<file path="src/mgc_params.svh">
// constants of the magnetometer measurement control block
`ifndef MGC_PARAMS_SVH
`define MGC_PARAMS_SVH
`define MGC_CLK_NS 25
`define MGC_CLK_HZ 26'h2625A00
`define MGC_HIGH_RATE_HZ 11'h3E8
`define MGC_RATE_FULL 8'hFF
`define MGC_MEAS_BW0_NS 6600000
`define MGC_MEAS_BW1_NS 3500000
`define MGC_MEAS_BW2_NS 2000000
`define MGC_MEAS_BW3_NS 1200000
`define MGC_AXIS_COUNT 3
`define MGC_RESTART_NS 20000000
`define MGC_MAG_PULSE_NS 375
`define MGC_ADDR_CTL1 8'h1C
`define MGC_ADDR_CTL2 8'h1D
`define MGC_ADDR_XLIM 8'h1E
`define MGC_ADDR_YLIM 8'h1F
`define MGC_C1_RESTART 7
`define MGC_C1_ST_NEG 6
`define MGC_C1_ST_POS 5
`define MGC_C1_SKIP_LO 2
`define MGC_C2_HIGH_RATE 7
`define MGC_C2_FACTORY_HI 6
`define MGC_C2_FACTORY_LO 5
`define MGC_C2_CMM 4
`define MGC_C2_PRD_EN 3
`define MGC_AXIS_X 2'h0
`define MGC_AXIS_Y 2'h1
`define MGC_AXIS_Z 2'h2
`define MGC_RESET_BYTE 8'h00
`endif

</file>
<file path="src/mgc_pkg.sv">
// types of the magnetometer measurement control block
package mgc_pkg;
    typedef enum logic [2:0] {
        MGC_IDLE = 3'b000,
        MGC_SETP = 3'b001,
        MGC_CONV = 3'b010,
        MGC_RSTP = 3'b011
    } mgc_state_e;
    typedef struct packed {
        logic en;
        logic [7:0] addr;
        logic [7:0] data;
    } mgc_wr_s;
    typedef struct packed {
        logic conv_start;
        logic [1:0] conv_axis;
        logic meas_busy;
        logic meas_done;
        logic set_pulse;
        logic reset_pulse;
        logic selftest_pos_drive;
        logic selftest_neg_drive;
        logic [1:0] bandwidth_sel;
        logic [7:0] x_selftest_limit;
        logic [7:0] y_selftest_limit;
        logic trim_reload;
        logic restart_busy;
        logic cmm_active;
        logic calc_busy;
    } mgc_drv_s;
    typedef struct packed {
        mgc_state_e st;
        logic [7:0] ctl1;
        logic [7:0] ctl2;
        logic [2:0] skip;
        logic [31:0] tmr;
        logic [25:0] acc;
        logic [10:0] step;
        logic calc_ok;
        logic cmm;
        logic prd_now;
        logic [10:0] smp;
        logic [31:0] rcnt;
        mgc_drv_s drv;
    } mgc_state_s;
endpackage : mgc_pkg

</file>
<file path="src/mgc_measure_control.sv">
// measurement sequencing, self-test drive, restart and continuous mode of the magnetometer
// Overview of operation
// - bandwidth code 00/01/10/11 sets measurement time 6.6/3.5/2.0/1.2 ms
// - X, Y, Z converted in turn, one third of measurement time apart
// - a channel with its skip bit set is left out of the sequence
// - skipped channel gets no conversion strobe, so its result stays unchanged
// - positive self-test bit drives DC current through the self-test coil
// - negative self-test bit drives the coil with opposite field polarity
// - soft restart clears all registers and reloads trim, as at power-up
// - restart lasts 20 ms; host waits before normal operation
// - interval code 000..111 gives one set per 1..2000 samples
// - periodic set only with its enable, auto magnetize and continuous mode
// - during periodic set operation no reset pulses are issued
// - continuous mode entered only with non-zero rate and period calculated first
// - period counter starts from zero when continuous mode is enabled
// - high-rate bit allows continuous output rate up to 1000 Hz
// - two factory interrupt enables reset to zero and stay zero
// - skipping a channel shortens measurement time and charge used
// - period calculation trigger computes period and then clears itself
// - 1000 Hz only with rate byte 255 and high-rate bit set
// - auto magnetize puts set/reset pulses around every measurement while periodic set is not active
`include "mgc_params.svh"
`timescale 1ns/1ps
`default_nettype none
module mgc_measure_control
    import mgc_pkg::*;
#(
    parameter int SLOT_BW0_CYC = `MGC_MEAS_BW0_NS / `MGC_CLK_NS / `MGC_AXIS_COUNT,
    parameter int SLOT_BW1_CYC = `MGC_MEAS_BW1_NS / `MGC_CLK_NS / `MGC_AXIS_COUNT,
    parameter int SLOT_BW2_CYC = `MGC_MEAS_BW2_NS / `MGC_CLK_NS / `MGC_AXIS_COUNT,
    parameter int SLOT_BW3_CYC = `MGC_MEAS_BW3_NS / `MGC_CLK_NS / `MGC_AXIS_COUNT,
    parameter int RESTART_CYC = `MGC_RESTART_NS / `MGC_CLK_NS
)
(
    // clock and reset
    input wire logic clk,
    input wire logic rst_n,
    // register writes
    input wire mgc_wr_s wr,
    // control bits held outside this block
    input wire logic meas_req,
    input wire logic auto_magnetize_en,
    input wire logic period_calc_req,
    input wire logic [7:0] output_rate,
    // sensor element drive
    output mgc_drv_s drv
);
    localparam int PULSE_CYC = (`MGC_MAG_PULSE_NS + `MGC_CLK_NS - 1) / `MGC_CLK_NS;

    // ----------------------------------------
    // reset release
    // ----------------------------------------
    logic [1:0] rst_sync_reg;
    logic rst_int_n;
    always_ff @(posedge clk or negedge rst_n)
    begin
        if (!rst_n)
            rst_sync_reg <= 2'h0;
        else
            rst_sync_reg <= {rst_sync_reg[0], 1'b1};
    end
    assign rst_int_n = rst_sync_reg[1];

    // ----------------------------------------
    // helpers
    // ----------------------------------------
    function automatic logic [31:0] slot_cyc(input logic [1:0] bw);
        unique case (bw)
            2'h0: slot_cyc = 32'(SLOT_BW0_CYC - 1);
            2'h1: slot_cyc = 32'(SLOT_BW1_CYC - 1);
            2'h2: slot_cyc = 32'(SLOT_BW2_CYC - 1);
            2'h3: slot_cyc = 32'(SLOT_BW3_CYC - 1);
        endcase
    endfunction : slot_cyc

    function automatic logic [10:0] prd_samples(input logic [2:0] code);
        unique case (code)
            3'h0: prd_samples = 11'h001;
            3'h1: prd_samples = 11'h019;
            3'h2: prd_samples = 11'h04B;
            3'h3: prd_samples = 11'h064;
            3'h4: prd_samples = 11'h0FA;
            3'h5: prd_samples = 11'h1F4;
            3'h6: prd_samples = 11'h3E8;
            3'h7: prd_samples = 11'h7D0;
        endcase
    endfunction : prd_samples

    // first enabled axis at or after start, 3 when none remain
    function automatic logic [1:0] next_axis(input logic [2:0] skip, input logic [1:0] start);
        next_axis = 2'h3;
        for (int i = 2; i >= 0; i--)
        begin
            if (!skip[i] && 2'(i) >= start)
                next_axis = 2'(i);
        end
    endfunction : next_axis

    // ----------------------------------------
    // state
    // ----------------------------------------
    mgc_state_s s_reg;
    mgc_state_s s_next;
    logic prd_active;
    logic tick;
    logic [26:0] acc_sum;
    logic [1:0] first_ax;
    logic [1:0] follow_ax;

    assign prd_active = s_reg.ctl2[`MGC_C2_PRD_EN] && auto_magnetize_en && s_reg.cmm;
    assign acc_sum = {1'b0, s_reg.acc} + {16'h0, s_reg.step};
    assign tick = s_reg.cmm && (acc_sum >= {1'b0, `MGC_CLK_HZ});
    assign first_ax = next_axis(s_reg.ctl1[`MGC_C1_SKIP_LO +: 3], `MGC_AXIS_X);
    assign follow_ax = next_axis(s_reg.skip, s_reg.drv.conv_axis + 2'h1);

    always_comb
    begin
        s_next = s_reg;
        s_next.drv.conv_start = 1'b0;
        s_next.drv.meas_done = 1'b0;
        s_next.drv.trim_reload = 1'b0;
        // continuous-mode period accumulator
        if (s_reg.cmm)
            s_next.acc = tick ? 26'(acc_sum - {1'b0, `MGC_CLK_HZ}) : acc_sum[25:0];
        // period calculation, done in one cycle
        if (s_reg.drv.calc_busy)
        begin
            if (s_reg.ctl2[`MGC_C2_HIGH_RATE] && output_rate == `MGC_RATE_FULL)
                s_next.step = `MGC_HIGH_RATE_HZ;
            else
                s_next.step = {3'h0, output_rate};
            s_next.calc_ok = 1'b1;
            s_next.drv.calc_busy = 1'b0;
        end
        // measurement sequencer
        unique case (s_reg.st)
            MGC_IDLE:
            begin
                if ((meas_req || tick) && s_reg.rcnt == 32'h0)
                begin
                    s_next.skip = s_reg.ctl1[`MGC_C1_SKIP_LO +: 3];
                    s_next.drv.meas_busy = 1'b1;
                    s_next.prd_now = prd_active;
                    if (prd_active)
                        s_next.smp = (s_reg.smp == 11'h0) ? prd_samples(s_reg.ctl2[2:0]) - 11'h1 : s_reg.smp - 11'h1;
                    if ((auto_magnetize_en && !prd_active) || (prd_active && s_reg.smp == 11'h0))
                    begin
                        s_next.st = MGC_SETP;
                        s_next.drv.set_pulse = 1'b1;
                        s_next.tmr = 32'(PULSE_CYC - 1);
                    end
                    else
                    begin
                        s_next.st = MGC_CONV;
                        s_next.drv.conv_axis = first_ax;
                        s_next.drv.conv_start = (first_ax != 2'h3);
                        s_next.tmr = slot_cyc(s_reg.ctl1[1:0]);
                    end
                end
            end
            MGC_SETP:
            begin
                s_next.tmr = s_reg.tmr - 32'h1;
                if (s_reg.tmr == 32'h0)
                begin
                    s_next.drv.set_pulse = 1'b0;
                    s_next.st = MGC_CONV;
                    s_next.drv.conv_axis = next_axis(s_reg.skip, `MGC_AXIS_X);
                    s_next.drv.conv_start = (next_axis(s_reg.skip, `MGC_AXIS_X) != 2'h3);
                    s_next.tmr = slot_cyc(s_reg.ctl1[1:0]);
                end
            end
            MGC_CONV:
            begin
                s_next.tmr = s_reg.tmr - 32'h1;
                if (s_reg.tmr == 32'h0 || s_reg.drv.conv_axis == 2'h3)
                begin
                    if (s_reg.drv.conv_axis != 2'h3 && follow_ax != 2'h3)
                    begin
                        s_next.drv.conv_axis = follow_ax;
                        s_next.drv.conv_start = 1'b1;
                        s_next.tmr = slot_cyc(s_reg.ctl1[1:0]);
                    end
                    else if (auto_magnetize_en && !s_reg.prd_now)
                    begin
                        s_next.st = MGC_RSTP;
                        s_next.drv.reset_pulse = 1'b1;
                        s_next.tmr = 32'(PULSE_CYC - 1);
                    end
                    else
                    begin
                        s_next.st = MGC_IDLE;
                        s_next.drv.meas_busy = 1'b0;
                        s_next.drv.meas_done = 1'b1;
                    end
                end
            end
            MGC_RSTP:
            begin
                s_next.tmr = s_reg.tmr - 32'h1;
                if (s_reg.tmr == 32'h0)
                begin
                    s_next.st = MGC_IDLE;
                    s_next.drv.reset_pulse = 1'b0;
                    s_next.drv.meas_busy = 1'b0;
                    s_next.drv.meas_done = 1'b1;
                end
            end
            default:
                s_next.st = MGC_IDLE;
        endcase
        // restart interval, writes refused meanwhile
        if (s_reg.rcnt != 32'h0)
        begin
            s_next.rcnt = s_reg.rcnt - 32'h1;
            s_next.drv.restart_busy = (s_reg.rcnt != 32'h1);
        end
        else if (period_calc_req)
            s_next.drv.calc_busy = 1'b1;
        // register writes
        if (wr.en && s_reg.rcnt == 32'h0)
        begin
            unique case (wr.addr)
                `MGC_ADDR_CTL1:
                begin
                    s_next.ctl1 = wr.data;
                    if (wr.data[`MGC_C1_RESTART])
                    begin
                        s_next = '0;
                        s_next.rcnt = 32'(RESTART_CYC);
                        s_next.drv.restart_busy = 1'b1;
                        s_next.drv.trim_reload = 1'b1;
                    end
                end
                `MGC_ADDR_CTL2:
                begin
                    s_next.ctl2 = wr.data;
                    s_next.ctl2[`MGC_C2_FACTORY_HI] = 1'b0;
                    s_next.ctl2[`MGC_C2_FACTORY_LO] = 1'b0;
                    s_next.cmm = wr.data[`MGC_C2_CMM] && output_rate != 8'h0 && s_reg.calc_ok;
                    s_next.ctl2[`MGC_C2_CMM] = s_next.cmm;
                    if (s_next.cmm && !s_reg.cmm)
                    begin
                        s_next.acc = 26'h0;
                        s_next.smp = 11'h0;
                    end
                end
                `MGC_ADDR_XLIM: s_next.drv.x_selftest_limit = wr.data;
                `MGC_ADDR_YLIM: s_next.drv.y_selftest_limit = wr.data;
                default: s_next.drv.calc_busy = s_next.drv.calc_busy;
            endcase
        end
        s_next.drv.selftest_pos_drive = s_next.ctl1[`MGC_C1_ST_POS];
        s_next.drv.selftest_neg_drive = s_next.ctl1[`MGC_C1_ST_NEG];
        s_next.ctl1[`MGC_C1_RESTART] = 1'b0;
        s_next.drv.bandwidth_sel = s_next.ctl1[1:0];
        s_next.drv.cmm_active = s_next.cmm;
    end

    always_ff @(posedge clk or negedge rst_int_n)
    begin
        if (!rst_int_n)
            s_reg <= '0;
        else
            s_reg <= s_next;
    end

    assign drv = s_reg.drv;

    // ----------------------------------------
    // checks
    // ----------------------------------------
    a_calc_self_clear: assert property (@(posedge clk) disable iff (!rst_int_n)
        drv.calc_busy && s_reg.rcnt == 32'h0 |=> !drv.calc_busy && s_reg.calc_ok)
        else $error("period calculation trigger did not clear");
    a_cmm_entry_gate: assert property (@(posedge clk) disable iff (!rst_int_n)
        $rose(s_reg.cmm) |-> $past(s_reg.calc_ok) && $past(output_rate) != 8'h0)
        else $error("continuous mode entered without rate or calculation");
    a_cmm_acc_start: assert property (@(posedge clk) disable iff (!rst_int_n)
        $rose(s_reg.cmm) |-> s_reg.acc == 26'h0)
        else $error("period counter did not start from zero");
    a_skip_no_conv: assert property (@(posedge clk) disable iff (!rst_int_n)
        drv.conv_start |-> drv.conv_axis != 2'h3 && !s_reg.skip[drv.conv_axis])
        else $error("skipped channel was converted");
    a_conv_gap_hold: assert property (@(posedge clk) disable iff (!rst_int_n)
        drv.conv_start |=> (!drv.conv_start)[*8])
        else $error("channel conversions too close together");
    a_periodic_no_reset: assert property (@(posedge clk) disable iff (!rst_int_n)
        s_reg.prd_now && drv.meas_busy |-> !drv.reset_pulse)
        else $error("reset pulse during periodic set");
    a_factory_bits_zero: assert property (@(posedge clk) disable iff (!rst_int_n)
        s_reg.ctl2[`MGC_C2_FACTORY_HI:`MGC_C2_FACTORY_LO] == 2'h0)
        else $error("factory enables not zero");
    a_restart_clears: assert property (@(posedge clk) disable iff (!rst_int_n)
        $rose(drv.trim_reload) |-> s_reg.ctl1 == 8'h0 && s_reg.ctl2 == 8'h0 && drv.restart_busy)
        else $error("restart did not clear registers");
    a_set_pulse_len: assert property (@(posedge clk) disable iff (!rst_int_n)
        $rose(drv.set_pulse) |-> drv.set_pulse[*8])
        else $error("set pulse too short");
    a_selftest_drive: assert property (@(posedge clk) disable iff (!rst_int_n)
        drv.selftest_pos_drive == s_reg.ctl1[`MGC_C1_ST_POS] && drv.selftest_neg_drive == s_reg.ctl1[`MGC_C1_ST_NEG])
        else $error("self-test coil drive does not follow register");
endmodule : mgc_measure_control
`default_nettype wire

</file>
<file path="config.mk">
export PLATFORM = sky130hd
export DESIGN_NAME = mgc_measure_control
export DESIGN_NICKNAME = d
export VERILOG_FILES = /design/src/mgc_pkg.sv /design/src/mgc_measure_control.sv
export VERILOG_INCLUDE_DIRS = /design/src /design/src/src
export SDC_FILE = /design/constraint.sdc
export NUM_CORES = 1
export LEC_CHECK = 0
export ABC_AREA = 1
export ABC_CLOCK_PERIOD_IN_PS = 7900
export BUFFER_PORTS_ARGS = -buffer_cell sky130_fd_sc_hd__buf_2
export CORE_MARGIN = 3
export CORE_UTILIZATION = 55
export CTS_BUF_LIST = sky130_fd_sc_hd__clkbuf_8
export DETAILED_ROUTE_END_ITERATION = 16
export PLACE_DENSITY = 0.73
export SLEW_MARGIN = 20
export SYNTH_ARGS = -nofsm -noshare
export SYNTH_HDL_FRONTEND = slang
export SYNTH_SLANG_ARGS = --single-unit
</file>
<file path="constraint.sdc">
create_clock -name clk -period 7.9 [get_ports clk]
set_input_delay 0.79 -clock clk [delete_from_list [all_inputs] [get_ports clk]]
set_output_delay 0.79 -clock clk [all_outputs]
set_load 0.01 [all_outputs]
</file>
==> qor.yml <==
worst_setup_path:
  crit_path_frequent_cell: "nand2_1"
  cpPeakStageDelay_ns: 0.38
  cp.arrival_ns: 4.25
  r2r-start: "s_reg[77]"
  crit_fanout: 33
  cp.required_ns: 8.28
  path_class: "flip-flop to flip-flop"
  worstRegToRegCells: 27
  critPathLaunchType: "flip-flop"
  cp_top_family: "simple AND/OR/NAND/NOR gates"
  rr_endpoint: "s_reg[124]"
  cp-end-kind: "flip-flop"
  path_buf_inv: 3
  regToRegSetupSlack_ns: 4.03
  slowest_stage: "fa_1"
timing:
  fin_worst_skew_ns: 0.0175
  tightest_slew_ns: 0.992
  finalSetupTns_ns: 0
  slew_headroom: 0.333
  rsz0062_at_grt: "no"
  period_share: 0.490
  hold_viol_final: 0
  setup_viol: 0
  period_minus_slack_ns: 3.87
  slew_viol_final: 0
  max_freq_ghz: 0.259
clock_tree:
  clock_latency_ns: 0.47
  hold_buffers: 0
  numClockSinks: 161
  cts_inserted_buffers: 17
  clock_tree.root_cell: "clkbuf_8"
  clock_path_buffers: 2
  postCtsSetupRepairBufs: 0
  htree_levels: 4
  cts_tree: "built"
  clkTransAtPathRegs_ns: 0.11
  cts_resized: 0
synth:
  synthCells: 1636
  yosysSeqAreaShare: 0.354
  synth.avg_cell_area_sq_um: 6.96
  synth_edf_count: 0
  yosysTopAreaCell: "dfrtp_1"
  synthFlopType: "dfrtp_1"
  synth_top_area_share: 0.354
  netlist_top_cells_count: "nand2_1 (346), inv_1 (203), nor2_1 (190)"
  synthesis.area_sq_um: 11400
  ys_async_sr_fraction: 1.00
  yosysUniqueCellTypes: 58
  synth_most_common_cell: "nand2_1"
  ys_ff_latch: 161
  yosysWarningCount: 0
  synth_area_leaders: "dfrtp_1 (35%), nand2_1 (11%), inv_1 (6.7%)"
  synth_nets: 1695
floorplan:
  die_h_microns: 150
  start_util: 0.561
  coreArea_sq_um: 20300
  io_pins: 61
  die_w_microns: 150
  row_count: 52
  dieArea_sq_um: 22500
routing:
  ant_nets: 0
  post_drt_via_cell_ratio: 5.57
  drt_wl_total_mm: 30.0
  drtIter0Drc: 878
  vias: 10800
  post-route-drc-count: 0
  avgRoutedWirePerCell_microns: 15.5
  dr.pass1.iters: 5
global_routing:
  antenna_found_initial: 0
  grt_max_degree: 56
  grt_pass1_vias: 10100
  overflow: 0
  grt_first_pass_wirelength_mm: 49.4
  grt.total_usage: 0.271
final_layout:
  syn_to_final_growth_pct: 5.60
  antenna_cells: 0
  fin_area_sq_um: 12000
  multi_input_area_sq_um: 6090
  nets: 1709
  fillers: 2004
  drive_above_1_share: 0.0902
  area.sequential_sq_um: 4030
  largest_register_ffs: 132
power:
  max-vdd-ir-drop_mv: 0.126
  total_power_mw: 2.45
  p_per_area_nw_per_um2: 204
  p_leak_nw: 5.94
place:
  gp_congestion: 0.922
  placed_cell_area_sq_um: 11600
  dp_hpwl_mm: 21.8
  numPortBuffers: 60
worst_hold_path:
  hold_path.class: "input pin to asynchronous set/reset pin"
run:
  maxCapViolCount: 0
outcome:
  status: "finished clean"
power breakdown:
part	internal, mW	total, mW	leakage, nW	switching [mW]
combinational	0.269	0.802	3.81	0.533
sequential	0.912	1.02	1.93	0.108
clock	0.249	0.632	0.201	0.384
total	1.43	2.45	5.94	1.02
stage by stage:
step | hold slack [ns] | cells | util | setup WS, ns
after floorplan | 0.331 | 1636 | - | 3.08
after global placement | 0.344 | 1901 | 0.572 | 4.21
after detailed placement | 0.345 | 1901 | 0.572 | 4.11
after CTS | 0.0600 | 1933 | 0.592 | 4.08
after global routing | 0.0459 | 1933 | 0.592 | 3.59
final | 0.0790 | 1933 | 0.592 | 4.03
worst max-delay path by stage:
| stage | slack, ns | end | depth (start not counted) | start |
|---|---|---|---|---|
| floorplan | 3.08 | drv[0] | 0 | rst_sync_reg[1] |
| finish | 4.03 | s_reg[124] | 27 | s_reg[77] |
| CTS | 4.08 | drv[25] | 27 | s_reg[77] |
| global route | 3.59 | drv[25] | 27 | s_reg[77] |
| global placement | 4.21 | drv[25] | 27 | s_reg[77] |
| detailed placement | 4.11 | drv[25] | 27 | s_reg[77] |
kinds of logic after synthesis:
kind of cell | count (synthesis) | synth area share
simple gates | 808 | 0.316
fa+ha+maj | 29 | 0.0325
xor+xnor | 54 | 0.0415
buf+inv | 284 | 0.112
flops | 161 | 0.354
compound gates | 298 | 0.144
other cells | 2 | 0.000659
cell type report:
type,count,area share
flip-flops and latches,161,0.335
well taps,270,0.0281
inverters,211,0.0659
clock inverters,14,0.0139
multi-input cells,1191,0.506
repair buffers,68,0.0300
clock buffers,18,0.0206
per-layer routing:
metal	vias up	share of wire	global-route usage
li1	5371	-	-
met1	4994	0.47	0.382
met2	356	0.45	0.434
met3	53	0.056	0.0403
met4	0	0.024	0.0851
met5	-	0	0
layout by cell type, fill, tap and decap left out, drive strengths merged, types with 2 or more instances in the layout:
master and n:
a211oi 8, a21o 3, a21oi 110, a31oi 7, and2 2, buf 68
clkbuf 18, clkinv 10, clkinvlp 2, conb 2, dfrtp 161, ha 28
inv 213, nand2 361, nand3 137, nand3b 12, nand4 23, nor2 203
nor3 38, nor4 19, o211ai 12, o21ai 135, o221ai 3, o22ai 5
o31ai 5, o32ai 2, or2 10, or3 3, xnor2 16, xor2 38
(Power assumes the default switching activity.)
